[src/sar_adc_pkg.sv]
// Constants, types and field layout of the converter digital control
// Functional notes
// - Analog pins readable as 8-bit digital input port
// - Output port latched in upper port byte
// - Thirty-two word map with results and reserved
// - Base FF700 in bank 7 or F
// - Buffered registers immediate; control writes abort conversion
// - Slave only; every bus cycle terminated
// - Stop gates converter clock, aborts, registers accessible
// - Reset sets stop; software clears, waits recovery
// - Freeze field: ignore, finish then freeze, immediate
// - Frozen holds all activity, registers stay valid
// - After freeze, sequence continues at next step
// - Four-bit channel selects pins or references
// - Two clocks capacitor, two clocks amplifier drive
// - Direct sample phase 2, 4, 8, 16 clocks
// - Approximation bits resolved MSB first by comparator
// - Finished approximation copied to result registers
// - Timing register write aborts and halts converter
// - Sequence register write aborts and restarts sequence
// - Prescaler modulus n then halve: divide 2(n+1), n of zero taken as one
// - Prescaler field resets to three, divide eight
// - At least four bus clocks per converter clock
// - Resolution bit selects 8 or 10, auto-aligned
package sar_adc_pkg;

   // Bus address decode: bank digit, fixed middle bits, word index
   localparam logic [3:0] BANK_LOW = 4'h7;
   localparam logic [3:0] BANK_HIGH = 4'hf;
   localparam logic [13:0] BASE_MID = 14'h3fdc;

   // Word indices inside the 32-word window
   localparam logic [4:0] OFS_CONFIG = 5'h00;
   localparam logic [4:0] OFS_TEST = 5'h01;
   localparam logic [4:0] OFS_PORT = 5'h03;
   localparam logic [4:0] OFS_TIMING = 5'h05;
   localparam logic [4:0] OFS_SEQ = 5'h06;
   localparam logic [4:0] OFS_STATUS = 5'h07;
   localparam logic [1:0] FMT_RIGHT = 2'h1;
   localparam logic [1:0] FMT_LEFT_SIGNED = 2'h2;
   localparam logic [1:0] FMT_LEFT_UNSIGNED = 2'h3;

   // Field positions
   localparam int CFG_STOP_BIT = 15;
   localparam int CFG_FRZ_LSB = 13;
   localparam int TIM_TEN_BIT_RESOLUTION_SELECT_BIT = 7;
   localparam int TIM_STS_LSB = 5;
   localparam int SEQ_SCAN_BIT = 6;
   localparam int SEQ_MULT_BIT = 5;
   localparam int SEQ_S8CM_BIT = 4;

   // Values after reset
   localparam logic [15:0] CONFIG_RST = 16'h8000;
   localparam logic [7:0] TIMING_RST = 8'h03;
   localparam logic [7:0] SEQ_RST = 8'h00;
   localparam logic [15:0] TEST_RST = 16'h0000;
   localparam logic [7:0] PORT_OUT_RST = 8'h00;

   // Freeze response codes
   localparam logic [1:0] FRZ_IGNORE = 2'h0;
   localparam logic [1:0] FRZ_FINISH = 2'h2;
   localparam logic [1:0] FRZ_NOW = 2'h3;

   // Sequence timing in converter clocks
   localparam logic [4:0] SAMPLE_PHASE_CLKS = 5'h02;
   localparam logic [4:0] MIN_PRESCALE = 5'h01;
   localparam logic [3:0] MSB_INDEX = 4'h9;
   localparam logic [3:0] LSB_TEN = 4'h0;
   localparam logic [3:0] LSB_EIGHT = 4'h2;
   localparam logic [2:0] LAST_OF_FOUR = 3'h3;
   localparam logic [2:0] LAST_OF_EIGHT = 3'h7;

   typedef enum logic [5:0] {
      ST_IDLE = 6'h01,
      ST_SAMP_CAP = 6'h02,
      ST_SAMP_AMP = 6'h04,
      ST_SAMP_DIRECT = 6'h08,
      ST_RESOLVE = 6'h10,
      ST_STORE = 6'h20
   } seq_state_t;

   // Drive toward the analog front end
   typedef struct packed {
      logic conv_clk;
      logic [3:0] channel;
      logic cap_connect;
      logic amp_drive;
      logic direct_connect;
      logic [9:0] dac_code;
   } analog_ctrl_t;

endpackage

[src/sar_adc_ctrl.sv]
// Digital control of the successive-approximation converter
`timescale 1ns/1ps
`default_nettype none
module sar_adc_ctrl #(
   parameter int ADDR_W = 24,
   parameter int PORT_W = 8
) (
   input wire logic core_clk,
   input wire logic rst,
   input wire logic [ADDR_W-1:0] bus_addr,
   input wire logic [15:0] bus_wdata,
   input wire logic bus_wr,
   input wire logic bus_rd,
   output logic [15:0] bus_rdata,
   input wire logic module_map_select,
   input wire logic freeze,
   input wire logic comparator_high,
   input wire logic [PORT_W-1:0] digital_in_port_bits,
   output logic [PORT_W-1:0] digital_out_port_bits,
   output var sar_adc_pkg::analog_ctrl_t analog_ctrl,
   output logic conv_busy
);

   // Decode below assumes a 24-bit bus and an 8-bit port
   if (ADDR_W != 24 || PORT_W != 8) begin : g_bad_params
      $error("sar_adc_ctrl supports ADDR_W 24 and PORT_W 8 only");
   end

   // Phase counter and trial index widths fix these constants
   if (sar_adc_pkg::SAMPLE_PHASE_CLKS == 5'h00 ||
       sar_adc_pkg::MSB_INDEX != 4'h9) begin : g_bad_consts
      $error("sar_adc_ctrl phase or index constants out of range");
   end

   // Result view in one of the three formats
   function automatic logic [15:0] fmt_result(input logic [1:0] fmt,
         input logic [9:0] sar, input logic ten);
      logic [15:0] r;
      r = 16'h0000;
      case (fmt)
         sar_adc_pkg::FMT_RIGHT:
            r = ten ? {6'h00, sar} : {8'h00, sar[9:2]};
         sar_adc_pkg::FMT_LEFT_SIGNED:
            r = ten ? {~sar[9], sar[8:0], 6'h00}
                    : {~sar[9], sar[8:2], 8'h00};
         sar_adc_pkg::FMT_LEFT_UNSIGNED:
            r = ten ? {sar, 6'h00} : {sar[9:2], 8'h00};
         default:
            r = 16'h0000;
      endcase
      return r;
   endfunction

   // Word decode on a mapped cycle; every write enable uses it
   function automatic logic word_sel(input logic strobe,
         input logic in_window, input logic [4:0] idx,
         input logic [4:0] want);
      return strobe && in_window && idx == want;
   endfunction

   logic [15:0] config_q;
   logic [15:0] test_q;
   logic [7:0] port_out_q;
   logic [7:0] timing_q;
   logic [7:0] seq_q;
   logic [7:0] port_in_meta_q;
   logic [7:0] port_in_q;
   logic comp_meta_q;
   logic comp_q;
   logic [4:0] pre_cnt_q;
   logic conv_clk_q;
   logic tick_q;
   sar_adc_pkg::seq_state_t state_q;
   logic [4:0] phase_q;
   logic [3:0] bit_idx_q;
   logic [2:0] conv_idx_q;
   logic [9:0] sar_q;
   logic scf_q;
   logic [7:0] ccf_q;
   logic [9:0] result_q [8];

   logic hit;
   logic [4:0] widx;
   logic wr_timing;
   logic wr_seq;
   logic wr_config;
   logic wr_test;
   logic wr_port;
   logic step;
   logic store_now;
   logic stop;
   logic [1:0] frz;
   logic mid_conv;
   logic frozen;
   logic [4:0] prs_eff;
   logic [4:0] direct_len;
   logic [3:0] lsb_idx;
   logic [2:0] last_idx;
   logic [3:0] conv_channel;

   // Module window at FF700 in bank 7 or F, word index from bits 5:1
   assign hit = (bus_addr[23:20] == (module_map_select ?
                  sar_adc_pkg::BANK_HIGH : sar_adc_pkg::BANK_LOW)) &&
                (bus_addr[19:6] == sar_adc_pkg::BASE_MID);
   assign widx = bus_addr[5:1];
   assign wr_config = word_sel(bus_wr, hit, widx, sar_adc_pkg::OFS_CONFIG);
   assign wr_test = word_sel(bus_wr, hit, widx, sar_adc_pkg::OFS_TEST);
   assign wr_port = word_sel(bus_wr, hit, widx, sar_adc_pkg::OFS_PORT);
   assign wr_timing = word_sel(bus_wr, hit, widx, sar_adc_pkg::OFS_TIMING);
   assign wr_seq = word_sel(bus_wr, hit, widx, sar_adc_pkg::OFS_SEQ);

   // Mode decode
   assign stop = config_q[sar_adc_pkg::CFG_STOP_BIT];
   assign frz = config_q[sar_adc_pkg::CFG_FRZ_LSB +: 2];
   assign prs_eff = (timing_q[4:0] == 5'h00) ?
                    sar_adc_pkg::MIN_PRESCALE : timing_q[4:0];
   assign direct_len = 5'h02 << timing_q[sar_adc_pkg::TIM_STS_LSB +: 2];
   assign lsb_idx = timing_q[sar_adc_pkg::TIM_TEN_BIT_RESOLUTION_SELECT_BIT] ?
                    sar_adc_pkg::LSB_TEN : sar_adc_pkg::LSB_EIGHT;
   assign last_idx = seq_q[sar_adc_pkg::SEQ_S8CM_BIT] ?
                     sar_adc_pkg::LAST_OF_EIGHT : sar_adc_pkg::LAST_OF_FOUR;

   // Conversion boundary: idle, or first tick of a new sample period
   assign mid_conv = !(state_q == sar_adc_pkg::ST_IDLE ||
                       (state_q == sar_adc_pkg::ST_SAMP_CAP &&
                        phase_q == 5'h00));

   // Reserved code falls through as ignore, so it never stalls
   always_comb begin
      case (frz)
         sar_adc_pkg::FRZ_NOW: frozen = freeze;
         sar_adc_pkg::FRZ_FINISH: frozen = freeze && !mid_conv;
         default: frozen = 1'b0;
      endcase
   end

   // Freeze also blocks a tick already in flight; an abort in the
   // same cycle beats a store, so results never outlive the abort
   assign step = tick_q && !frozen;
   assign store_now = step && !stop && !wr_timing && !wr_seq &&
                      state_q == sar_adc_pkg::ST_STORE;

   // Channel: single source, or a block of four or eight from the base
   always_comb begin
      if (!seq_q[sar_adc_pkg::SEQ_MULT_BIT]) begin
         conv_channel = seq_q[3:0];
      end else if (seq_q[sar_adc_pkg::SEQ_S8CM_BIT]) begin
         conv_channel = {seq_q[3], conv_idx_q};
      end else begin
         conv_channel = {seq_q[3:2], conv_idx_q[1:0]};
      end
   end

   // Pin inputs pass two flops before anything reads them
   // Comparator lag is three clocks, inside the four-clock tick
   always_ff @(posedge core_clk) begin
      if (rst) begin
         port_in_meta_q <= 8'h00;
         port_in_q <= 8'h00;
         comp_meta_q <= 1'b0;
         comp_q <= 1'b0;
      end else begin
         port_in_meta_q <= digital_in_port_bits;
         port_in_q <= port_in_meta_q;
         comp_meta_q <= comparator_high;
         comp_q <= comp_meta_q;
      end
   end

   // Configuration register: stop and freeze response
   always_ff @(posedge core_clk) begin
      if (rst) begin
         config_q <= sar_adc_pkg::CONFIG_RST;
      end else if (wr_config) begin
         config_q <= {bus_wdata[15:13], 13'h0000};
      end
   end

   // Test register only stores; no test hooks in this logic
   always_ff @(posedge core_clk) begin
      if (rst) begin
         test_q <= sar_adc_pkg::TEST_RST;
      end else if (wr_test) begin
         test_q <= bus_wdata;
      end
   end

   // Output port latch in the upper byte of the port word
   always_ff @(posedge core_clk) begin
      if (rst) begin
         port_out_q <= sar_adc_pkg::PORT_OUT_RST;
      end else if (wr_port) begin
         port_out_q <= bus_wdata[15:8];
      end
   end

   // Control registers
   always_ff @(posedge core_clk) begin
      if (rst) begin
         timing_q <= sar_adc_pkg::TIMING_RST;
         seq_q <= sar_adc_pkg::SEQ_RST;
      end else begin
         if (wr_timing) begin
            timing_q <= bus_wdata[7:0];
         end
         if (wr_seq) begin
            seq_q <= {1'b0, bus_wdata[6:0]};
         end
      end
   end

   // Prescaler: modulus count then halve; tick on each rising half
   // Stop clears it, freeze only holds it so the phase is kept
   // A smaller divider written mid-half wraps at once, never below two
   always_ff @(posedge core_clk) begin
      if (rst || stop) begin
         pre_cnt_q <= 5'h00;
         conv_clk_q <= 1'b0;
         tick_q <= 1'b0;
      end else if (frozen) begin
         tick_q <= 1'b0;
      end else if (pre_cnt_q >= prs_eff) begin
         pre_cnt_q <= 5'h00;
         conv_clk_q <= !conv_clk_q;
         tick_q <= !conv_clk_q;
      end else begin
         pre_cnt_q <= pre_cnt_q + 5'h01;
         tick_q <= 1'b0;
      end
   end

   // Sequencer: sample phases, resolution, store
   // Software must allow analog recovery after stop clears
   always_ff @(posedge core_clk) begin
      if (rst || stop) begin
         state_q <= sar_adc_pkg::ST_IDLE;
         phase_q <= 5'h00;
         bit_idx_q <= 4'h0;
         conv_idx_q <= 3'h0;
         sar_q <= 10'h000;
         scf_q <= 1'b0;
         ccf_q <= 8'h00;
      end else if (wr_timing || wr_seq) begin
         // Sequence write restarts; timing write leaves it halted
         state_q <= wr_seq ? sar_adc_pkg::ST_SAMP_CAP
                           : sar_adc_pkg::ST_IDLE;
         phase_q <= 5'h00;
         bit_idx_q <= 4'h0;
         conv_idx_q <= 3'h0;
         scf_q <= 1'b0;
         ccf_q <= 8'h00;
      end else if (step) begin
         // Ticks stop while frozen, so the next tick is the next step
         case (state_q)
            sar_adc_pkg::ST_SAMP_CAP: begin
               if (phase_q == sar_adc_pkg::SAMPLE_PHASE_CLKS - 5'h01) begin
                  state_q <= sar_adc_pkg::ST_SAMP_AMP;
                  phase_q <= 5'h00;
               end else begin
                  phase_q <= phase_q + 5'h01;
               end
            end
            sar_adc_pkg::ST_SAMP_AMP: begin
               if (phase_q == sar_adc_pkg::SAMPLE_PHASE_CLKS - 5'h01) begin
                  state_q <= sar_adc_pkg::ST_SAMP_DIRECT;
                  phase_q <= 5'h00;
               end else begin
                  phase_q <= phase_q + 5'h01;
               end
            end
            sar_adc_pkg::ST_SAMP_DIRECT: begin
               if (phase_q == direct_len - 5'h01) begin
                  state_q <= sar_adc_pkg::ST_RESOLVE;
                  phase_q <= 5'h00;
                  bit_idx_q <= sar_adc_pkg::MSB_INDEX;
                  sar_q <= 10'h200;
               end else begin
                  phase_q <= phase_q + 5'h01;
               end
            end
            sar_adc_pkg::ST_RESOLVE: begin
               // DAC above input clears the trial bit
               sar_q[bit_idx_q] <= !comp_q;
               if (bit_idx_q == lsb_idx) begin
                  state_q <= sar_adc_pkg::ST_STORE;
               end else begin
                  sar_q[bit_idx_q - 4'h1] <= 1'b1;
                  bit_idx_q <= bit_idx_q - 4'h1;
               end
            end
            sar_adc_pkg::ST_STORE: begin
               ccf_q[conv_idx_q] <= 1'b1;
               sar_q <= 10'h000;
               if (conv_idx_q == last_idx) begin
                  scf_q <= 1'b1;
                  conv_idx_q <= 3'h0;
                  state_q <= seq_q[sar_adc_pkg::SEQ_SCAN_BIT] ?
                             sar_adc_pkg::ST_SAMP_CAP : sar_adc_pkg::ST_IDLE;
               end else begin
                  conv_idx_q <= conv_idx_q + 3'h1;
                  state_q <= sar_adc_pkg::ST_SAMP_CAP;
               end
            end
            default: begin
               state_q <= sar_adc_pkg::ST_IDLE;
            end
         endcase
      end
   end

   // Result storage; earlier results are overwritten when scanning
   always_ff @(posedge core_clk) begin
      if (rst) begin
         for (int i = 0; i < 8; i++) begin
            result_q[i] <= 10'h000;
         end
      end else if (store_now) begin
         result_q[conv_idx_q] <= sar_q;
      end
   end

   // Drive toward the analog front end, registered
   always_ff @(posedge core_clk) begin
      if (rst) begin
         analog_ctrl <= '0;
         conv_busy <= 1'b0;
      end else begin
         analog_ctrl.conv_clk <= conv_clk_q;
         analog_ctrl.channel <= conv_channel;
         analog_ctrl.cap_connect <= state_q == sar_adc_pkg::ST_SAMP_CAP;
         analog_ctrl.amp_drive <= state_q == sar_adc_pkg::ST_SAMP_AMP;
         analog_ctrl.direct_connect <=
            state_q == sar_adc_pkg::ST_SAMP_DIRECT;
         analog_ctrl.dac_code <= sar_q;
         conv_busy <= state_q != sar_adc_pkg::ST_IDLE;
      end
   end

   // Output port pins follow the latch
   always_ff @(posedge core_clk) begin
      if (rst) begin
         digital_out_port_bits <= sar_adc_pkg::PORT_OUT_RST;
      end else begin
         digital_out_port_bits <= port_out_q;
      end
   end

   // Read data one cycle after the strobe; zero otherwise
   // Slave never waits, so every cycle ends in one clock
   always_ff @(posedge core_clk) begin
      if (rst) begin
         bus_rdata <= 16'h0000;
      end else if (bus_rd && hit) begin
         case (widx)
            sar_adc_pkg::OFS_CONFIG: bus_rdata <= config_q;
            sar_adc_pkg::OFS_TEST: bus_rdata <= test_q;
            sar_adc_pkg::OFS_PORT:
               bus_rdata <= {port_out_q, port_in_q};
            sar_adc_pkg::OFS_TIMING: bus_rdata <= {8'h00, timing_q};
            sar_adc_pkg::OFS_SEQ: bus_rdata <= {8'h00, seq_q};
            sar_adc_pkg::OFS_STATUS:
               bus_rdata <= {scf_q, 4'h0, conv_idx_q, ccf_q};
            default:
               bus_rdata <= fmt_result(widx[4:3], result_q[widx[2:0]],
                             timing_q[sar_adc_pkg::TIM_TEN_BIT_RESOLUTION_SELECT_BIT]);
         endcase
      end else begin
         bus_rdata <= 16'h0000;
      end
   end

endmodule
`default_nettype wire

[config.mk]
export PLATFORM = sky130hd
export DESIGN_NAME = sar_adc_ctrl
export DESIGN_NICKNAME = d
export VERILOG_FILES = /design/src/sar_adc_pkg.sv /design/src/sar_adc_ctrl.sv
export SDC_FILE = /design/constraint.sdc
export NUM_CORES = 1
export LEC_CHECK = 0
export ABC_AREA = 1
export ABC_CLOCK_PERIOD_IN_PS = 2690
export BUFFER_PORTS_ARGS = -buffer_cell sky130_fd_sc_hd__buf_2
export CORE_ASPECT_RATIO = 0.8
export CORE_MARGIN = 5
export CORE_UTILIZATION = 30
export CTS_CLUSTER_DIAMETER = 150
export DETAILED_ROUTE_END_ITERATION = 8
export HOLD_SLACK_MARGIN = 0.02
export PLACE_DENSITY_LB_ADDON = 0.05
export RECOVER_POWER = 50
export SKIP_CTS_REPAIR_TIMING = 1
export SLEW_MARGIN = 20
export SYNTH_ARGS = -nofsm -noshare
export SYNTH_HDL_FRONTEND = slang
export SYNTH_SLANG_ARGS = --single-unit
[constraint.sdc]
create_clock -name core_clk -period 2.69 [get_ports core_clk]
set_input_delay 0.1345 -clock core_clk [delete_from_list [all_inputs] [get_ports core_clk]]
set_output_delay 0.1345 -clock core_clk [all_outputs]
set_load 0.01 [all_outputs]
# Yosys cells after proc, flatten, opt, wreduce, memory -nomap -nowiden
# Memories as Yosys holds them, arrays and structs flattened.
# Cells that the tools add are included.
# totals
regBits,147
latch_bits,0
ram_bits,80
rom_bits,0
output_inout_bits,43
word_cells,172
mem_count,1
# classes
add_sub_neg,5
n_mul,0
div_mod_pow,0
magnitude_cmp,7
eq_ne,29
shift,1
muxes,48
n_bitwise,7
reduce_logical,46
# memory_table
memory,words,word_bits,rd,rd_clocked_by_memory_dff,wr,line_no,source
result_q,8,10,1,0,8,sar_adc_ctrl.sv:80,logic [9:0] result_q [8];
# op_table
operator,count
$pmux 16 s6,1
$pmux 16 s3,1
$mux 10,4
$mux 6,6
$pmux 10 s3,1
$pmux 6 s5,1
$mux 5,4
$logic_and 1x1->1,18
$mux 8,2
$eq 5x3->1 const B,3
$logic_not 5->1,3
$mux 3,5
$eq 14x14->1 const B,1
$mux 4,3
$ne 3x3->1 const B,4
$add 5x1->5 const B,2
$bwmux 10,1
$eq 5x1->1 const B,2
$lt 4x5->1 const B,2
$or 10x10->10,1
$pmux 5 s2,1
$reduce_or 10->1,1
$mux 1,9
$demux 1 s4,2
39 further kinds,65

# Logic depth before layout (Yosys ltp)
# logic_depth
word_depth,16
mapped_depth,13
mapped_depth_nobuf,13

# Worst setup path after synthesis
# No wires, ideal clock.
# synth_timing
path_kind,flip-flop to flip-flop
start,register phase_q[0]
end,"memory result_q[4][0], enable pin"
t_arrival_ps,1753
required_ps,2350
setup_slack_ps,598
stages_incl_launch_ff,13
path_buffers,1
synth_period_minus_slack_ps,2092
path_cell_list,dfxtp_1 inv_1 ha_1 nand2_1 nor2_1 nand2_1 nand2_1 nand2_2 nand3_4 nor2_4 nand3_1 buf_2 nand2_1
# synth_rtl
element,line_no,source
from (decl),sar_adc_ctrl.sv:74,logic [4:0] phase_q;
from (signal assigned),sar_adc_ctrl.sv:260,phase_q <= phase_q + 5'h01;
from (signal assigned),sar_adc_ctrl.sv:268,phase_q <= phase_q + 5'h01;
from (signal assigned),sar_adc_ctrl.sv:278,phase_q <= phase_q + 5'h01;
to (decl),sar_adc_ctrl.sv:80,

==> run metrics <==
status complete, but fails checks; violated checks capacitance limit, slew limit; Critical Path Source Type input port; Post-Syn Area between 10000 and 15000 sq um; CP cell instances dlygate4sd3_1 -> buf_2 -> inv_2 -> nand3_4 -> nor2_1 -> o21ai_4 -> nand2_1 -> inv_4 -> nand3_1 -> nand2_1; vias in the first global route 8049; GP Congestion approximately 0.84; max incr delay on CP 550 ps; Sink Count 227; First-pass DRT Iterations 7; TritonCTS clock tree yes; Synth Flop Type dfxtp_1; Routed WL ~33000 um; Int Power ~6 mW; Final Critical Period 2350 ps; final setup TNS 0 ps; grt met3 use 0.0256; worst hold path type in -> reg; largest fanout on the critical path 12; Routed Antenna Nets 0; largest area contributor in the netlist dfxtp_1; FF+latch count, synth approximately 230; Slew Limit Headroom -0.702; RSZ-0062 raised after global routing false; htree depth 1; synth top area cells dfxtp_1, edfxtp_1, nand2_1; combinational fraction of design power 0.046; clock power share 0.484; share of cells above drive strength 1 0.109; net switching power 1.78 mW; Vias per Instance 4.69; Clock Tree Buf Depth 3; GR Overflow Total 0; Tot Pwr 7.75 mW; M2 GR Usage 0.239; fin crit share 0.875; core area 33600 sq um; ant diodes 0; DR WL/cell 17.9 um; Root Driver clkbuf_16; yosys synthesis warning count 0; max-cap violation count 1; Yosys top cell area share 0.288; worst skew pair latency 560 ps; Cell Pwr Density 630 nW/um^2; largest net degree at the start of global routing 50; Die Wd 216 um; switch share 0.229; global-route wire length before repair 49100 um; num rows 60; Vias 8641; Tightest Pin Transition around 2600 ps; Num CTS Buffers 27; die area 37900 sq um; Seq/Total Area, Yosys 0.523; most used cell, CP nand2_1; detailed-route DRC error count 0; Lkg Pwr 4.69 nW; Final Setup Violations 0; gr busiest metal met1; count of pins over their slew limit 47; Layout area overhead 20.5%; final instance area between 10000 and 15000 sq um; Post-Place Cell Area 11300 sq um; initial antenna violation count 0; Place WS 393 ps; Reg power frac 0.470; final net count 1462; Post-synth EDFFs 80; Max Clock Skew between 15 and 20 ps; Cells after Synth approximately 1.2k; Async SR Flop Fraction 0; initial core utilization 0.304; CTS clk-pin slew, worst paths 60 ps; Synthesized Nets 1318; CP max stage cell dlygate4sd3_1; Data arrival, critical path between 2000 and 3000 ps; Die H around 180 um; Synth cell types 45; Fin. Hold Viols 0; hpwl dp 23800 um; Max Fclk approximately 420 MHz; utilization after layout 0.366; Worst Setup Path Type in -> reg; Port Buffers 96; First DRT Iteration DRCs 507; Total Routing Usage GR 0.166; met1 Usage GRT 0.260; CP required between 2000 and 3000 ps; Crit. End Element flip-flop; VDD IR max 0.388 mV; fin worst setup slack roughly 340 ps; Top Ports 98; syn_area_per_cell between 8 and 9 sq um
==> metrics by stage <==
step,std cells,hold WS [ps]
2_1_floorplan,1245,241
3_3_place_gp,1767,337
3_5_place_dp,1767,345
4_1_cts,1817,-245
5_1_grt,1844,42.7
6_report,1844,26.6
==> critical path: cells and delay by family <==
| family | cells | cell delay, ps |
|---|---|---|
| simple gates | 5 | 1210 |
| buf+inv | 4 | 1010 |
| compound gates | 1 | 160 |
==> logic make-up (layout without fill, tap and decap cells) <==
logic type	count (synthesis)	count (layout)	share of synthesized area
AO/OA/AOI/OAI	196	196	0.105
XOR/XNOR	8	8	0.00686
AND/OR/NAND/NOR	603	603	0.264
buffers and inverters	193	358	0.0794
adder cells (fa/ha/maj)	18	18	0.0220
flip-flops	227	227	0.523
==> layout make-up <==
cell class / count / area, sq um
Timing Repair Buffer: 159 / 928
Clock inverter: 9 / 85.1
Sequential cell: 227 / 5350
Clock buffer: 41 / 830
Multi-Input combinational cell: 825 / 4010
Fill cell: 3560 / 21300
Tap cell: 434 / 543
Inverter: 149 / 564
==> synthesized netlist by cell type (2+ instances only) <==
cell,n
nand2_1,223
nor2_1,219
dfxtp_1,147
inv_1,126
nand3_1,92
o21ai_0,87
edfxtp_1,80
a21oi_1,69
clkbuf_1,23
nand4_1,19
ha_1,18
o22ai_1,16
buf_2,13
clkinv_1,13
nand3b_1,11
nor3_1,11
a22oi_1,10
inv_2,8
nand3_4,8
nor2_2,8
buf_6,6
xor2_1,6
a31oi_1,4
nor2_4,3
inv_4,2
nand4_2,2
o211ai_1,2
xnor2_1,2
==> power groups by stage <==
| stage | clock network [mW] | registers (mW) | logic (mW) |
|---|---|---|---|
| 2_1_floorplan | 0 | 3.71 | 0.178 |
| 3_3_place_gp | 0 | 3.71 | 0.337 |
| 3_5_place_dp | 0 | 3.72 | 0.332 |
| 4_1_cts | 3.87 | 3.64 | 0.334 |
| 5_1_grt | 4.00 | 3.65 | 0.396 |
| 6_report | 3.75 | 3.64 | 0.360 |
==> path summary, 6_finish.rpt <==
path / cells past startpoint / slack (ps) / start / end
min reg2reg: 2 / 400 / port_in_meta_q[3]$_SDFF_PP0_ / port_in_q[3]$_SDFF_PP0_
max: 10 / 340 / bus_addr[5] / result_q[6][7]$_SDFFCE_PN0P_
min: 5 / 30 / bus_rd / bus_rdata[1]$_SDFF_PP0_
max reg2reg: 11 / 430 / phase_q[1]$_SDFFE_PP0P_ / result_q[5][8]$_SDFFCE_PN0P_
==> layout by cell type (no fill, tap or decap), types with 2 or more instances in the layout <==
master and n:
clkbuf_16 28, clkinv_2 3, buf_2 51, a21oi_1 69
clkbuf_8 8, o21ai_0 87, nor2_4 2, dfxtp_1 147
nor2_2 7, inv_6 2, nand4_1 19, clkbuf_1 57
inv_1 127, a22oi_1 10, o22ai_1 16, clkbuf_2 4
nand4_2 2, inv_2 7, clkinv_1 13, nand3_1 94
nor3_1 11, ha_1 18, o31ai_1 2, nand3b_1 11
xnor2_1 2, inv_4 3, nand2_1 225, buf_4 25
o211ai_1 2, xor2_1 6, edfxtp_1 80, dlygate4sd3_1 27
nor2_1 221, nand3_4 6, a31oi_1 4
==> registers in the layout (all words and copies together), names as in the netlist, 10 cells and up <==
register / count
sar_q: 10
analog_ctrl: 18
bus_rdata: 16
test_q: 16
result_q: 80
==> layer usage <==
layer	wire, um	share of wire
met2	13700	0.41
met1	17700	0.53
met3	1080	0.033
met4	631	0.019
met5	0	0
Power figures use the tool's default switching activity.
